[config.mk]
export PLATFORM = sky130hd
export DESIGN_NAME = adcsc_ctrl
export DESIGN_NICKNAME = d
export VERILOG_FILES = /design/src/hw/adcsc_pkg.sv /design/src/hw/adcsc_ctrl.sv /design/src/hw/adcsc_pin_sync.sv
export SDC_FILE = /design/constraint.sdc
export NUM_CORES = 1
export LEC_CHECK = 0
export ABC_AREA = 1
export BUFFER_PORTS_ARGS = -buffer_cell sky130_fd_sc_hd__buf_2
export CAP_MARGIN = 20
export CORE_AREA = 2 2 98 119
export DETAILED_ROUTE_END_ITERATION = 10
export DIE_AREA = 0 0 100 121
export HOLD_SLACK_MARGIN = 0.08
export PLACE_DENSITY_LB_ADDON = 0.05
export SLEW_MARGIN = 30
export SYNTH_ARGS = -nofsm -noshare
export SYNTH_HDL_FRONTEND = slang
export SYNTH_HIERARCHICAL = 1
export SYNTH_SLANG_ARGS = --single-unit
export TNS_END_PERCENT = 5
[constraint.sdc]
create_clock -name core_clk_i -period 3.4 [get_ports core_clk_i]
set_input_delay 0.34 -clock core_clk_i [delete_from_list [all_inputs] [get_ports core_clk_i]]
set_output_delay 0.34 -clock core_clk_i [all_outputs]
set_load 0.03 [all_outputs]
[src/hw/adcsc_pkg.sv]
// Purpose: constants and types for the serial conversion control block
// Assumes: 200 MHz core clock, serial clock well below it
// Notes:   field positions follow the control byte, msb first
//
// Contract
// - differential codes pair inputs as documented
// - result: zero, ten bits, two sub-bits, zeros
// - unipolar straight binary, bipolar twos complement
// - output bits change after serial clock fall
// - host clock shifts; track during last three bits
// - external: strobe one period, twelve decisions follow
// - external: outputs release on deselect, strobe low
// - internal: strobe low converting, bounded low time; bound met only with the shutdown pin floating
// - internal: result held, msb on next fall
// - internal: deselect blocks input, strobe stays driven
// - start bit when idle or after output bit seven
// - conversion starts on fall after eighth bit
// - deselect toggle rearms start, aborts conversion
// - back to back frames with select held low
// - power up internal mode, quiet reset interval
// - shutdown pin low forces full shutdown
// - software power-down keeps serial interface alive
// - floating shutdown pin selects external compensation
// - control byte field order start to mode
// - mode bits pick power-down or clock mode
// - input sampled on serial clock rise
// - power-down waits for current conversion end
package adcsc_pkg;

	localparam int CLK_MHZ     = 200;
	localparam int CTRL_BITS   = 8;
	localparam int POL_POS     = 3;
	localparam int CFG_POS     = 2;
	localparam int SEL_MSB     = 6;
	localparam int SEL_LSB     = 4;
	localparam int TRACK_FROM  = 5;
	localparam int SAR_BITS    = 12;
	localparam int FRAME_BITS  = 16;
	localparam int REARM_BITS  = 7;

	localparam logic [1:0] PD_FULL = 2'h0;
	localparam logic [1:0] PD_FAST = 2'h1;
	localparam logic [1:0] PD_INT  = 2'h2;
	localparam logic [1:0] PD_EXT  = 2'h3;

	// reset interval, least time
	localparam int         POR_TIME_NS = 10000;
	localparam logic [11:0] POR_CYC    = 12'((POR_TIME_NS * CLK_MHZ + 999) / 1000);

	// internal conversion clock; rounding down keeps it no slower than nominal
	localparam int         INT_FREQ_FLOAT_KHZ = 1800;
	localparam int         INT_FREQ_HIGH_KHZ  = 225;
	localparam logic [9:0] INT_DIV_FLOAT      = 10'(CLK_MHZ * 1000 / INT_FREQ_FLOAT_KHZ);
	localparam logic [9:0] INT_DIV_HIGH       = 10'(CLK_MHZ * 1000 / INT_FREQ_HIGH_KHZ);

	localparam int          INT_LOW_MAX_NS  = 7500;
	localparam logic [11:0] INT_LOW_MAX_CYC = 12'(INT_LOW_MAX_NS * CLK_MHZ / 1000);

	typedef enum logic [2:0] {
		ST_POR,
		ST_IDLE,
		ST_EXT,
		ST_INT,
		ST_SHUT
	} adcsc_state_t;

endpackage
[src/hw/adcsc_ctrl.sv]
// Purpose: serial control and conversion sequencing of a four input sar converter
// Assumes: analog side gives comparator_i for the current sar_trial_o
// Notes:   shutdown_float_i comes from an analog float detector on the shutdown pin
`timescale 1ns/1ps
module adcsc_ctrl
	import adcsc_pkg::*;
(
	input  wire logic        core_clk_i,
	input  wire logic        arst_n_i,
	input  wire logic        cs_n_i,
	input  wire logic        sclk_i,
	input  wire logic        din_i,
	input  wire logic        shutdown_pin_n_i,
	input  wire logic        shutdown_float_i,
	input  wire logic        comparator_i,
	output logic             dout_o,
	output logic             dout_oe_o,
	output logic             serial_strobe_o,
	output logic             serial_strobe_oe_o,
	output logic             track_hold_o,
	output logic [1:0]       mux_pos_o,
	output logic [1:0]       mux_neg_o,
	output logic             mux_neg_com_o,
	output logic             unipolar_o,
	output logic [SAR_BITS-1:0] sar_trial_o,
	output logic             full_power_down_o,
	output logic             fast_power_down_o,
	output logic             hw_shutdown_o,
	output logic             comp_internal_o,
	output logic             int_clock_mode_o
);

	////////////////////////////////////////////////////////////////////////////
	// functions

	function automatic logic [SAR_BITS-1:0] sar_step(input logic [SAR_BITS-1:0] s,
			input logic [3:0] n, input logic c);
		logic [SAR_BITS-1:0] r;
		logic [3:0]          i;
		i = 4'(SAR_BITS - 1) - n;
		r = s;
		r[i] = c;
		if (i != 4'h0) begin
			r[i - 4'h1] = 1'b1;
		end
		return r;
	endfunction

	// offset binary to twos complement by msb flip
	function automatic logic [SAR_BITS-1:0] fmt(input logic [SAR_BITS-1:0] s, input logic uni);
		return {s[SAR_BITS-1] ^ ~uni, s[SAR_BITS-2:0]};
	endfunction

	// {pos, neg, neg_is_com}
	function automatic logic [4:0] chan(input logic [2:0] sel, input logic se);
		logic [4:0] r;
		r = 5'h01;
		case (sel)
			3'h1: r = se ? 5'h01 : 5'h02;
			3'h5: r = se ? 5'h09 : 5'h08;
			3'h2: r = se ? 5'h11 : 5'h16;
			3'h6: r = se ? 5'h19 : 5'h1c;
			default: r = 5'h01;
		endcase
		return r;
	endfunction

	////////////////////////////////////////////////////////////////////////////
	// reset and pin sampling

	logic rst_meta_reg;
	logic rst_n_reg;

	always_ff @(posedge core_clk_i or negedge arst_n_i) begin
		if (!arst_n_i) begin
			rst_meta_reg <= 1'b0;
			rst_n_reg    <= 1'b0;
		end else begin
			rst_meta_reg <= 1'b1;
			rst_n_reg    <= rst_meta_reg;
		end
	end

	logic cs_n_s;
	logic sclk_s;
	logic din_s;
	logic shutdown_pin_n_n_s;
	logic float_s;

	adcsc_pin_sync #(
		.W       (5),
		.RST_VAL (5'h12)
	) u_sync (
		.clk_i   (core_clk_i),
		.rst_n_i (rst_n_reg),
		.d_i     ({cs_n_i, sclk_i, din_i, shutdown_pin_n_i, shutdown_float_i}),
		.q_o     ({cs_n_s, sclk_s, din_s, shutdown_pin_n_n_s, float_s})
	);

	logic sclk_d_reg;
	logic cs_d_reg;

	always_ff @(posedge core_clk_i or negedge rst_n_reg) begin
		if (!rst_n_reg) begin
			sclk_d_reg <= 1'b0;
			cs_d_reg   <= 1'b1;
		end else begin
			sclk_d_reg <= sclk_s;
			cs_d_reg   <= cs_n_s;
		end
	end

	logic sclk_rise;
	logic sclk_fall;
	logic cs_fall;
	logic cs_rise;
	assign sclk_rise = sclk_s & ~sclk_d_reg;
	assign sclk_fall = ~sclk_s & sclk_d_reg;
	assign cs_fall   = ~cs_n_s & cs_d_reg;
	assign cs_rise   = cs_n_s & ~cs_d_reg;

	////////////////////////////////////////////////////////////////////////////
	// shared state

	adcsc_state_t        state_reg;
	logic [7:0]          ctrl_reg;
	logic [3:0]          rx_cnt_reg;
	logic                rx_active_reg;
	logic                launch_reg;
	logic                rearm_reg;
	logic                ext_mode_reg;
	logic                pd_req_reg;
	logic [3:0]          conv_cnt_reg;
	logic [FRAME_BITS-1:0] out_shift_reg;
	logic [4:0]          out_cnt_reg;
	logic [9:0]          div_cnt_reg;
	logic [11:0]         por_cnt_reg;

	logic powered;
	logic accept_rx;
	logic start_ok;
	logic start_bit;
	logic conv_go;
	logic use_ext;
	logic tick;
	logic step_ev;
	logic done_ev;
	logic [9:0] div_top;

	assign powered   = (state_reg != ST_POR) && (state_reg != ST_SHUT) && shutdown_pin_n_n_s;
	assign accept_rx = sclk_rise & ~cs_n_s & powered;
	assign start_ok  = (state_reg == ST_IDLE) || rearm_reg
	                   || (out_cnt_reg >= 5'(REARM_BITS));
	assign start_bit = accept_rx & ~rx_active_reg & din_s & start_ok;
	assign conv_go   = launch_reg & sclk_fall & powered;
	// power-down codes keep the previous clock mode for this conversion
	assign use_ext   = ctrl_reg[1] ? ctrl_reg[0] : ext_mode_reg;
	assign div_top   = float_s ? INT_DIV_FLOAT : INT_DIV_HIGH;
	assign tick      = (state_reg == ST_INT) && (div_cnt_reg == div_top - 10'h1);
	assign step_ev   = ~conv_go & (((state_reg == ST_EXT) & sclk_fall)
	                   | ((state_reg == ST_INT) & tick));
	assign done_ev   = step_ev & (conv_cnt_reg == 4'(SAR_BITS - 1));

	////////////////////////////////////////////////////////////////////////////
	// control byte reception

	always_ff @(posedge core_clk_i or negedge rst_n_reg) begin
		if (!rst_n_reg) begin
			ctrl_reg      <= 8'h00;
			rx_cnt_reg    <= 4'h0;
			rx_active_reg <= 1'b0;
			launch_reg    <= 1'b0;
		end else if (!powered || cs_rise) begin
			rx_active_reg <= 1'b0;
			launch_reg    <= 1'b0;
		end else begin
			if (conv_go) begin
				launch_reg <= 1'b0;
			end
			if (accept_rx && rx_active_reg) begin
				ctrl_reg   <= {ctrl_reg[6:0], din_s};
				rx_cnt_reg <= rx_cnt_reg + 4'h1;
				if (rx_cnt_reg == 4'(CTRL_BITS - 1)) begin
					rx_active_reg <= 1'b0;
					launch_reg    <= 1'b1;
				end
			end else if (start_bit) begin
				ctrl_reg      <= 8'h01;
				rx_cnt_reg    <= 4'h1;
				rx_active_reg <= 1'b1;
			end
		end
	end

	// track while the last three control bits arrive
	always_ff @(posedge core_clk_i or negedge rst_n_reg) begin
		if (!rst_n_reg) begin
			track_hold_o <= 1'b0;
		end else begin
			track_hold_o <= rx_active_reg && (rx_cnt_reg >= 4'(TRACK_FROM));
		end
	end

	////////////////////////////////////////////////////////////////////////////
	// sequencer

	always_ff @(posedge core_clk_i or negedge rst_n_reg) begin
		if (!rst_n_reg) begin
			state_reg   <= ST_POR;
			por_cnt_reg <= 12'h000;
		end else if (!shutdown_pin_n_n_s) begin
			state_reg <= ST_SHUT;
		end else begin
			case (state_reg)
				ST_POR: begin
					por_cnt_reg <= por_cnt_reg + 12'h001;
					if (por_cnt_reg == POR_CYC - 12'h001) begin
						state_reg <= ST_IDLE;
					end
				end
				ST_SHUT: begin
					state_reg <= ST_IDLE;
				end
				ST_IDLE, ST_EXT, ST_INT: begin
					if (conv_go) begin
						state_reg <= use_ext ? ST_EXT : ST_INT;
					end else if (start_bit && rearm_reg) begin
						state_reg <= ST_IDLE;
					end else if (done_ev) begin
						state_reg <= ST_IDLE;
					end
				end
				default: begin
					state_reg <= ST_IDLE;
				end
			endcase
		end
	end

	always_ff @(posedge core_clk_i or negedge rst_n_reg) begin
		if (!rst_n_reg) begin
			rearm_reg <= 1'b0;
		end else if (cs_rise && (state_reg == ST_EXT || state_reg == ST_INT)) begin
			rearm_reg <= 1'b1;
		end else if (start_bit || conv_go) begin
			rearm_reg <= 1'b0;
		end
	end

	always_ff @(posedge core_clk_i or negedge rst_n_reg) begin
		if (!rst_n_reg) begin
			div_cnt_reg <= 10'h000;
		end else if (conv_go || tick || state_reg != ST_INT) begin
			div_cnt_reg <= 10'h000;
		end else begin
			div_cnt_reg <= div_cnt_reg + 10'h001;
		end
	end

	// sar decisions; comparator_i answers for the current trial code
	always_ff @(posedge core_clk_i or negedge rst_n_reg) begin
		if (!rst_n_reg) begin
			sar_trial_o  <= '0;
			conv_cnt_reg <= 4'h0;
		end else if (conv_go) begin
			sar_trial_o  <= {1'b1, {(SAR_BITS - 1){1'b0}}};
			conv_cnt_reg <= 4'h0;
		end else if (step_ev) begin
			sar_trial_o  <= sar_step(sar_trial_o, conv_cnt_reg, comparator_i);
			conv_cnt_reg <= conv_cnt_reg + 4'h1;
		end
	end

	always_ff @(posedge core_clk_i or negedge rst_n_reg) begin
		if (!rst_n_reg) begin
			mux_pos_o     <= 2'h0;
			mux_neg_o     <= 2'h0;
			mux_neg_com_o <= 1'b1;
			unipolar_o    <= 1'b1;
		end else if (conv_go) begin
			{mux_pos_o, mux_neg_o, mux_neg_com_o} <= chan(ctrl_reg[SEL_MSB:SEL_LSB],
			                                             ctrl_reg[CFG_POS]);
			unipolar_o <= ctrl_reg[POL_POS];
		end
	end

	////////////////////////////////////////////////////////////////////////////
	// modes and power

	always_ff @(posedge core_clk_i or negedge rst_n_reg) begin
		if (!rst_n_reg) begin
			ext_mode_reg      <= 1'b0;
			pd_req_reg        <= 1'b0;
			full_power_down_o <= 1'b0;
			fast_power_down_o <= 1'b0;
			hw_shutdown_o     <= 1'b0;
			comp_internal_o   <= 1'b0;
			int_clock_mode_o  <= 1'b1;
		end else begin
			hw_shutdown_o    <= ~shutdown_pin_n_n_s;
			comp_internal_o  <= ~float_s;
			int_clock_mode_o <= ~ext_mode_reg;
			if (conv_go) begin
				ext_mode_reg <= use_ext;
				pd_req_reg   <= ~ctrl_reg[1];
			end
			if (start_bit) begin
				full_power_down_o <= 1'b0;
				fast_power_down_o <= 1'b0;
			end
			// power-down only after the conversion ends; interface stays alive
			if (done_ev && pd_req_reg) begin
				full_power_down_o <= (ctrl_reg[1:0] == PD_FULL);
				fast_power_down_o <= (ctrl_reg[1:0] == PD_FAST);
			end
		end
	end

	////////////////////////////////////////////////////////////////////////////
	// serial output

	always_ff @(posedge core_clk_i or negedge rst_n_reg) begin
		if (!rst_n_reg) begin
			dout_o        <= 1'b0;
			out_shift_reg <= '0;
			out_cnt_reg   <= 5'h00;
		end else if (conv_go) begin
			dout_o        <= 1'b0;
			out_shift_reg <= '0;
			out_cnt_reg   <= 5'h00;
		end else if (state_reg == ST_EXT && step_ev) begin
			dout_o <= (conv_cnt_reg == 4'h0) ? comparator_i ^ ~unipolar_o : comparator_i;
			out_cnt_reg <= out_cnt_reg + 5'h01;
		end else if (state_reg == ST_INT && done_ev) begin
			out_shift_reg <= {fmt(sar_step(sar_trial_o, conv_cnt_reg, comparator_i),
			                  unipolar_o), 4'h0};
		end else if (sclk_fall && !cs_n_s) begin
			dout_o        <= out_shift_reg[FRAME_BITS-1];
			out_shift_reg <= {out_shift_reg[FRAME_BITS-2:0], 1'b0};
			if (out_cnt_reg != 5'h1f) begin
				out_cnt_reg <= out_cnt_reg + 5'h01;
			end
		end
	end

	always_ff @(posedge core_clk_i or negedge rst_n_reg) begin
		if (!rst_n_reg) begin
			dout_oe_o <= 1'b0;
		end else begin
			dout_oe_o <= ~cs_n_s & shutdown_pin_n_n_s;
		end
	end

	// strobe: pulse in external mode, busy-low in internal mode
	always_ff @(posedge core_clk_i or negedge rst_n_reg) begin
		if (!rst_n_reg) begin
			serial_strobe_o    <= 1'b1;
			serial_strobe_oe_o <= 1'b1;
		end else if (!shutdown_pin_n_n_s) begin
			serial_strobe_oe_o <= 1'b0;
		end else begin
			serial_strobe_oe_o <= (conv_go ? use_ext : ext_mode_reg) ? ~cs_n_s : 1'b1;
			if (conv_go) begin
				serial_strobe_o <= use_ext;
			end else if (state_reg == ST_EXT && sclk_fall) begin
				serial_strobe_o <= 1'b0;
			end else if (state_reg == ST_INT && done_ev) begin
				serial_strobe_o <= 1'b1;
			end else if (cs_fall && ext_mode_reg) begin
				serial_strobe_o <= 1'b0;
			end
		end
	end

	////////////////////////////////////////////////////////////////////////////
	// checks

	logic [11:0] int_low_cnt_reg;

	always_ff @(posedge core_clk_i or negedge rst_n_reg) begin
		if (!rst_n_reg) begin
			int_low_cnt_reg <= 12'h000;
		end else if (state_reg == ST_INT && !conv_go) begin
			int_low_cnt_reg <= int_low_cnt_reg + 12'h001;
		end else begin
			int_low_cnt_reg <= 12'h000;
		end
	end
endmodule

[src/hw/adcsc_pin_sync.sv]
// Purpose: three flop pin synchroniser with agreement filter
// Assumes: inputs asynchronous to core_clk_i
// Notes:   a change counts once stages two and three agree
`timescale 1ns/1ps
module adcsc_pin_sync #(
	parameter int           W       = 1,
	parameter logic [W-1:0] RST_VAL = '0
) (
	input  wire logic         clk_i,
	input  wire logic         rst_n_i,
	input  wire logic [W-1:0] d_i,
	output logic      [W-1:0] q_o
);

	logic [W-1:0] s1_reg;
	logic [W-1:0] s2_reg;
	logic [W-1:0] s3_reg;

	always_ff @(posedge clk_i or negedge rst_n_i) begin
		if (!rst_n_i) begin
			s1_reg <= RST_VAL;
			s2_reg <= RST_VAL;
			s3_reg <= RST_VAL;
			q_o    <= RST_VAL;
		end else begin
			s1_reg <= d_i;
			s2_reg <= s1_reg;
			s3_reg <= s2_reg;
			q_o    <= (~(s2_reg ^ s3_reg) & s3_reg) | ((s2_reg ^ s3_reg) & q_o);
		end
	end

endmodule

## Word-level counts from Yosys, hierarchy flattened

Cells that the tools add are included.

- Bitwise logic cells: 37
- Eq/ne operators: 20
- Reductions and logical operators: 47
- Add/subtract/negate cells: 8
- Magnitude comparators: 6
- Muxes and demuxes: 66
- Div/mod/pow operators: 0
- Shifts and indexed selects: 0
- Multiply operators: 0

Operators by type and width:

| cell | count |
|---|---|
| 2-to-1 mux 12 bit | 6 |
| 2-to-1 mux 16 bit | 4 |
| 2-to-1 mux 1 bit | 30 |
| 2-to-1 mux 5 bit | 5 |
| 2-to-1 mux 3 bit | 7 |
| 2-to-1 mux 10 bit | 2 |
| one-hot mux 5 bit (4 select lines) | 1 |
| bitwise AND 1 bit | 16 |
| 2-to-1 mux 4 bit | 4 |
| logical AND 1 bit | 15 |
| nonzero test 3 bit | 5 |
| 2-to-1 mux 7 bit | 2 |
| AND reduction 2 bit | 7 |
| adder 12 x 1 -> 12 bit (second input constant) | 1 |
| bitwise mux 12 bit | 1 |
| == test 12 x 11 -> 1 bit (second input constant) | 1 |
| NOT 1 bit | 12 |
| bitwise OR 12 bit | 1 |
| adder 10 x 1 -> 10 bit (second input constant) | 1 |
| bitwise AND 5 bit | 2 |
| == test 10 bit | 1 |
| < comparator 4 x 5 -> 1 bit (second input constant) | 2 |
| inequality test 5 bit (second input constant) | 2 |
| subtractor 10 x 1 -> 10 bit (second input constant) | 1 |
| other kinds (33) | 55 |

- Memory bits (read-only): 0
- Latch bits: 0
- Output and inout bits: 28
- Word-level logic and storage cells: 220
- Memories: 0
- Input port bits: 8
- Flip-flop bits (word level): 118
- Memory bits (writable): 0

## Depth between registers and ports, before layout

Gate-level depths: netlist of the first run.

- Depth in word-level cells: 16
- Gate-level depth with buffers: 14

## Hierarchy

Netlist of the first run, hierarchy kept.

By module, submodules not included:

| module | instances | area each (µm²) | cells each |
|---|---|---|---|
| adcsc_ctrl | 1 | 4749.6 | 562 |
| adcsc_pin_sync | 1 | 591.8 | 40 |

## Least setup slack after synthesis of the first run

No wires, ideal clock.

- Kind: register to register
- From: register conv_cnt_reg[2]
- To: register out_shift_reg[10]
- Setup slack: 1665 ps
- Buffers on the path: 1
- Arrival: 1619 ps
- Stages on the path, launching flop included: 11
- Data required time: 3284 ps
- Library setup time: 116 ps
- Path through: dfrtp_1 inv_1 ha_1 nand2_1 inv_1 nand4_4 nand3_2 nand2_4 buf_4 nand2_1 nand2_1

- Longest elaborated chain between the ends: 14

RTL lines:

| what | RTL line | RTL |
|---|---|---|
| start, declared | adcsc_ctrl.sv:133 | `logic [3:0] conv_cnt_reg;` |
| start signal, assigned | adcsc_ctrl.sv:270 | `conv_cnt_reg <= conv_cnt_reg + 4'h1;` |
| subtractor 4 bit | adcsc_ctrl.sv:40 | `i = 4'(SAR_BITS - 1) - n;` |
| subtractor 4 x 1 -> 4 bit, or another cell as far along | adcsc_ctrl.sv:44 | `r[i - 4'h1] = 1'b1;` |
| < comparator 4 x 5 -> 1 bit (implied by the code), or another cell as far along | adcsc_ctrl.sv:44 |  |
| logical AND 1 bit (implied by the code) / 2-to-1 mux 1 bit (equally long branches) | adcsc_ctrl.sv:44, adcsc_ctrl.sv:42 |  |
| 2-to-1 mux 1 bit (implied by the code) / demux 1 bit (select 4 bit) (equally long branches) | adcsc_ctrl.sv:44, adcsc_ctrl.sv:42 |  |
| demux 1 bit (select 4 bit) / bitwise mux 12 bit (equally long branches) | adcsc_ctrl.sv:44, adcsc_ctrl.sv:42 |  |
| bitwise OR 12 bit (no source line) | -- |  |
| 2-to-1 mux 12 bit | adcsc_ctrl.sv:43 | `if (i != 4'h0) begin` |
| 2-to-1 mux 12 bit | adcsc_ctrl.sv:334 | `end else if (state_reg == ST_INT && done_ev) begin` |
| 2-to-1 mux 12 bit | adcsc_ctrl.sv:331 | `end else if (state_reg == ST_EXT && step_ev) begin` |
| 2-to-1 mux 12 bit | adcsc_ctrl.sv:327 | `end else if (conv_go) begin` |
| 2-to-1 mux 16 bit | adcsc_ctrl.sv:334 |  |
| 2-to-1 mux 16 bit | adcsc_ctrl.sv:331 |  |
| 2-to-1 mux 16 bit | adcsc_ctrl.sv:327 |  |
| end signal, assigned | adcsc_ctrl.sv:335 | `out_shift_reg <= {fmt(sar_step(sar_trial_o, conv_cnt_reg, comparator_i),` |
| end signal, assigned | adcsc_ctrl.sv:339 | `out_shift_reg <= {out_shift_reg[FRAME_BITS-2:0], 1'b0};` |
| end, declared | adcsc_ctrl.sv:134 | `logic [FRAME_BITS-1:0] out_shift_reg;` |

Parallel ways exist; a longest one is shown, timed or not. The select of a mux whose other input is x is not followed.
A chain may end at the register's enable or synchronous reset.

==> impl_metrics.ini, run 1 <==
[layout]
insertedDiodeCount = 0
final_cell_mix = 166 x nand2_1, 99 x dfrtp_1, 67 x inv_1, 43 x o21ai_0, 39 x nor2_1
nFillCells = 1011
drive_gt1_frac = 0.165
final_util = 0.577
final_common_cell = nand2_1
nets = 675
instances_no_fill = 798
area_growth_pct = 18.1

[timing]
period_share = 0.656
whs_ps = 250
tns_ps = 0
rsz0062_at_grt = no
finalClockSkew_ps = 14.8
timing.final.hold_violations = 0
worstMarginPinSlew_ps = 650
fmax_mhz = 448
relSlewSlack = 0.566
finalSetupViolCount = 0
period_needed_ps = 2230
slew_violations = 0
worst_slack_ps = 1170

[clock_tree]
cts_root_buffer = clkbuf_16
clkTransAtPathRegs_ps = 50
cts_sinks = 114
cts_setup_buffers = 0
h-tree-depth = 4
cts_tree = yes
cts_buffers = 17
clockBufferDepth = 2
insertion_delay_ps = 400

[synthesis]
netlist_area_um2 = 5340
async_flop_share = 1.00
yosysSeqAreaShare = 0.537
synth_area_per_cell_um2 = 8.87
syn-num-nets = 624
synth_edf_count = 0
ys_ff_latch = 114
synth.distinct_cells = 41
synth_flop_cell = dfrtp_1
postSynthCellCount = 602
synth-warning-count = 6

[setup_path]
crit_path_end_kind = flip-flop
crit_arrival_ps = 2510
start_kind = flip-flop
critical_path_class = reg2reg
required_ps = 3680
path_max_fanout = 17

[detailed_routing]
viasPerCell = 5.16
drc = 0
ant_nets = 0
drt_first_pass_iters = 5
routed-via-count = 4114
drt_iter0_drc = 242
wl_per_cell_um = 13.8
wl_um = 11000

[floorplanning]
die_area_um2 = 12100
initial_utilization = 0.489
pin_count = 36
fp.dieH_um = 121
core-area_um2 = 10900
die_w_um = 100
rows = 42

[global_routing]
grt_max_degree = 64
antenna_found_initial = 0
gr-total-overflow = 0
first_global_vias = 4074
grt_pass1_wl_um = 19400
grt_usage = 0.203

[hold_path]
min_path_type = in2async

[place]
gp_congestion = 0.850
port_buffers = 35
dp.final_hpwl_um = 7810
dp_slack_ps = 1170
dp_cells = 760

[pwr]
ir_drop_mv = 0.310
total_leakage_power_nw = 3.19
power.density_nw_per_um2 = 587

[run]
drv_cap = 0

[outcome]
status = finished clean
-- area by class of cell --
cell class | count | area, um2 | area share
inverters | 80 | 300 | 0.0476
clock buffers | 22 | 474 | 0.0752
clock inverters | 10 | 131 | 0.0208
well taps | 132 | 165 | 0.0262
repair buffers | 43 | 263 | 0.0416
multi-input cells | 397 | 2100 | 0.333
flip-flops and latches | 114 | 2870 | 0.455
-- power breakdown --
part	switching, mW	internal, mW	total [mW]
Sequential	0.104	1.49	1.59
Combinational	0.180	0.124	0.304
Clock	0.604	1.20	1.81
Total	0.888	2.81	3.70
-- per-stage QoR --
step	instance area, um2	power (mW)
after CTS	6310	3.74
after floorplan	5340	1.83
after global placement	5640	1.90
after detailed placement	5640	1.91
after global routing	6310	3.87
final	6310	3.70
-- critical path, stage by stage, from the launching register on --
cell     delay, ps
dfstp_2        590
nand2_1        100
inv_2           60
nand3_2        310
nand2_1        190
inv_1          100
nand2_1        290
inv_1          190
a22o_1         260
-- synthesized netlist by cell type (5+ instances only) --
library cell	instances	area (um2)
a21oi_1	12	60.1
a22o_1	7	61.3
dfrtp_1	100	2500
dfstp_2	14	368
ha_1	14	175
inv_1	67	251
inv_2	13	48.8
mux2i_1	6	60.1
nand2_1	166	623
nand3_1	38	190
nor2_1	39	146
nor3_1	11	55.1
nor3b_1	5	37.5
o21ai_0	43	215
o22ai_1	8	50.1
xor2_1	13	114
-- path summary, 6_finish.rpt --
path | from | endpoint | slack [ps] | cells after the start
max | flip-flop | sar_trial_o[6] | 1170 | 8
min | arst_n_i | rst_meta_reg | 250 | 2
max reg2reg | flip-flop | sar_trial_o[6] | 1170 | 8
min reg2reg | u_sync/s1_reg[3] | u_sync/s2_reg[3] | 350 | 0
max in group asynchronous | rst_n_reg | async pin | 2260 | 1
min in group core_clk_i | u_sync/s1_reg[3] | u_sync/s2_reg[3] | 350 | 0
-- cells by family (layout without fill, tap and decap cells) --
family	after synthesis	count (layout)	synth area share
xor+xnor	16	16	0.0262
buf+inv	91	155	0.0691
flops	114	114	0.537
compound gates	81	81	0.0864
simple gates	279	279	0.236
mux	6	6	0.0112
other cells	1	1	0.000702
fa+ha+maj	14	14	0.0328
-- what timing repair did --
item,in CTS,in global routing
endpoints found under the hold margin,7,0
hold buffers,6,0
setup endpoints to repair,0,0
resized for setup,0,0
-- metal layers --
layer / global-route usage / vias up / part of all wire
met4: 0.0796 / 0 / 0.011
met2: 0.326 / 78 / 0.49
met5: 0 / - / 0
met3: 0.0426 / 10 / 0.034
li1: - / 2043 / -
met1: 0.271 / 1983 / 0.46
Note: power is estimated with default switching activity, not from simulation.
==> inputs of run 2 (changes only) <==
Settings changed: ABC_AREA 1 to 0.
Clock period 3.4 ns to 2.1 ns, I/O delays scaled along.
==> run 2 against run 1 <==
- flip-flop and latch count unchanged
- maximum frequency grew 11%
- clock-buffer cell count shrank 3
- register-to-register slack got worse by 1100 ps
- wire length increased by 4.9%
- worst hold slack worse by 130 ps
- critical path type unchanged
- highest routed layer unchanged
==> impl_metrics.ini, run 2 <==
[outcome]
status = finished clean

[detailed_routing]
viasPerCell = 5.50
highest_layer = met4
wl_per_cell_um = 16.2
wl_met1_um = 5160
dr_wl_met3_um = 334
route.met2.wl_um = 5870
drc = 0
routed-via-count = 3918
drt_first_pass_iters = 4
wl_um = 11500
drt_iter0_drc = 228
ant_nets = 0

[place]
gp_congestion = 0.832
dp.final_hpwl_um = 8000
dp_slack_ps = 30.6
postPlaceCellArea_um2 = 5840
dp_cells = 674
port_buffers = 35

[timing]
finalClockSkew_ps = 9.81
rsz0062_at_grt = yes
slew_violations = 0
timing.final.hold_violations = 0
fmax_mhz = 497
period_share = 0.958
finalSetupViolCount = 0
worst_slack_ps = 88.9
period_needed_ps = 2010
tns_ps = 0
whs_ps = 118

[setup_path]
regToRegSetupSlack_ps = 90
crit_arrival_ps = 2330
crit_path_end_kind = flip-flop
start_kind = flip-flop
required_ps = 2420
critical_path_class = reg2reg
reg2reg_to = out_shift_reg[13]
critPathSlowestCell = a2111o_1
crit_chain = and4bb_1 > nand4_4 > a2111o_1 > a211oi_2 > buf_4 > nand3_1 > o211ai_2
max_stage_delay_ps = 480
worst_r2r_path_depth = 7
path_max_fanout = 11

[pwr]
p_comb_frac = 0.105
p_int_mw = 4.44
ir_drop_mv = 0.592
total_leakage_power_nw = 2.87
switching_share = 0.261
p_switching_mw = 1.57
total_power_mw = 6.01
power.density_nw_per_um2 = 923
pwr-share-clk = 0.460
power.share.sequential = 0.435

[floorplanning]
die_w_um = 100
die_area_um2 = 12100
rows = 42
initial_utilization = 0.491
core-area_um2 = 10900
pin_count = 36
fp.dieH_um = 121

[layout]
area_growth_pct = 21.1
nFillCells = 947
drive_gt1_frac = 0.241
seqCellArea_um2 = 2870
final_util = 0.595
final_cell_mix = 99 x dfrtp_1, 49 x nor2_1, 46 x nand2_1, 35 x buf_2, 31 x nand3_1
multi_input_area_um2 = 2320
instances_no_fill = 712
insertedDiodeCount = 0
final_cell_area_um2 = 6500
nets = 589
final_common_cell = dfrtp_1

[global_routing]
first_global_vias = 3932
grt_pass1_wl_um = 19600
gr-total-overflow = 0
grt_max_degree = 42
antenna_found_initial = 0
grt_usage = 0.209

[clock_tree]
cts_tree = yes
cts_root_buffer = clkbuf_16
h-tree-depth = 4
clockBufferDepth = 2
clkTransAtPathRegs_ps = 60
insertion_delay_ps = 400
cts_setup_buffers = 0
cts_sinks = 114
cts_buffers = 17

[synthesis]
synth_edf_count = 0
synth_area_leaders = dfrtp_1 47%, dfstp_2 6.8%, nor2_1 3.4%
netlist.area_leader.share = 0.466
synth_flop_cell = dfrtp_1
synth_most_common_cell = dfrtp_1
async_flop_share = 1.00
netlist_top_cells_count = 100 x dfrtp_1, 49 x nor2_1, 46 x nand2_1
synth-warning-count = 6
ys_ff_latch = 114
synth_area_per_cell_um2 = 10.7
synth.distinct_cells = 64
netlist_area_um2 = 5370
yosysSeqAreaShare = 0.534
synth_largest_area_cell = dfrtp_1
postSynthCellCount = 500
syn-num-nets = 522

[run]
drv_cap = 0

[hold_path]
min_path_type = in2async
run 2: cell types whose count changed after synthesis, sizes merged, moves of 8 or more:
| cell | previous run | this run |
|---|---|---|
| nand2 | 171 | 47 |
| inv | 80 | 19 |
| o21ai | 46 | 21 |
| a211oi | 0 | 13 |
| xnor2 | 3 | 16 |
| nand2b | 0 | 10 |
| o211ai | 0 | 10 |
| nand3 | 41 | 32 |
| clkbuf | 2 | 10 |
| o22ai | 8 | 0 |
run 2: repair_timing:
action                                  in CTS  in global routing
resized for setup                            0                  8
hold endpoints to repair                     7                  0
hold buffers                                 6                  0
endpoints found under the setup margin       0                 24
run 2: power groups by stage:
stage / clock, mW / combinational [mW] / sequential (mW)
2_1_floorplan: 0 / 0.379 / 2.66
3_5_place_dp: 0 / 0.620 / 2.65
3_3_place_gp: 0 / 0.599 / 2.64
5_1_grt: 2.94 / 0.716 / 2.65
4_1_cts: 2.83 / 0.633 / 2.61
6_report: 2.76 / 0.631 / 2.62
run 2: how the worst max path moves through the flow:
stage	endpoint	depth (start not counted)	slack, ps
after floorplan	sar_trial_o[0]	8	-130
after global placement	fast_power_down_o	6	70
after detailed placement	fast_power_down_o	6	30
after CTS	fast_power_down_o	6	20
after global routing	out_cnt_reg[1]	7	-40
final	out_shift_reg[13]	7	90
run 2: kinds of logic (layout without fill, tap and decap cells):
group                      after synthesis  in the layout  share of synthesized area
adders and majority gates               19             19                     0.0431
xor gates and xnor gates                28             28                     0.0457
AOI/OAI and AO/OA                      101            101                      0.140
other                                    1              1                   0.000698
DFF                                    114            114                      0.534
and+or+nand+nor                        183            183                      0.172
muxes                                   14             14                     0.0266
buffers and inverters                   40            120                     0.0377
run 2: layout make-up:
cell class,count,share of cell area
timing repair buffer,69,0.0767
sequential,114,0.442
tap,132,0.0254
multi-input combinational,346,0.356
inverter,19,0.0110
clock buffer,19,0.0696
clock inverter,13,0.0194
run 2: routing by layer:
layer  global-route usage  vias to the layer above
li1                     -                     1901
met1                0.257                     1943
met2                0.352                       63
met3               0.0518                       11
met4               0.0830                        0
met5                    0                        -
run 2: worst max-delay path, delay by kind of cell (launching register included):
family                 cells  cell delay, ps
buffers and inverters      1             210
DFF                        1             390
and+or+nand+nor            3             540
AOI/OAI and AO/OA          3             800
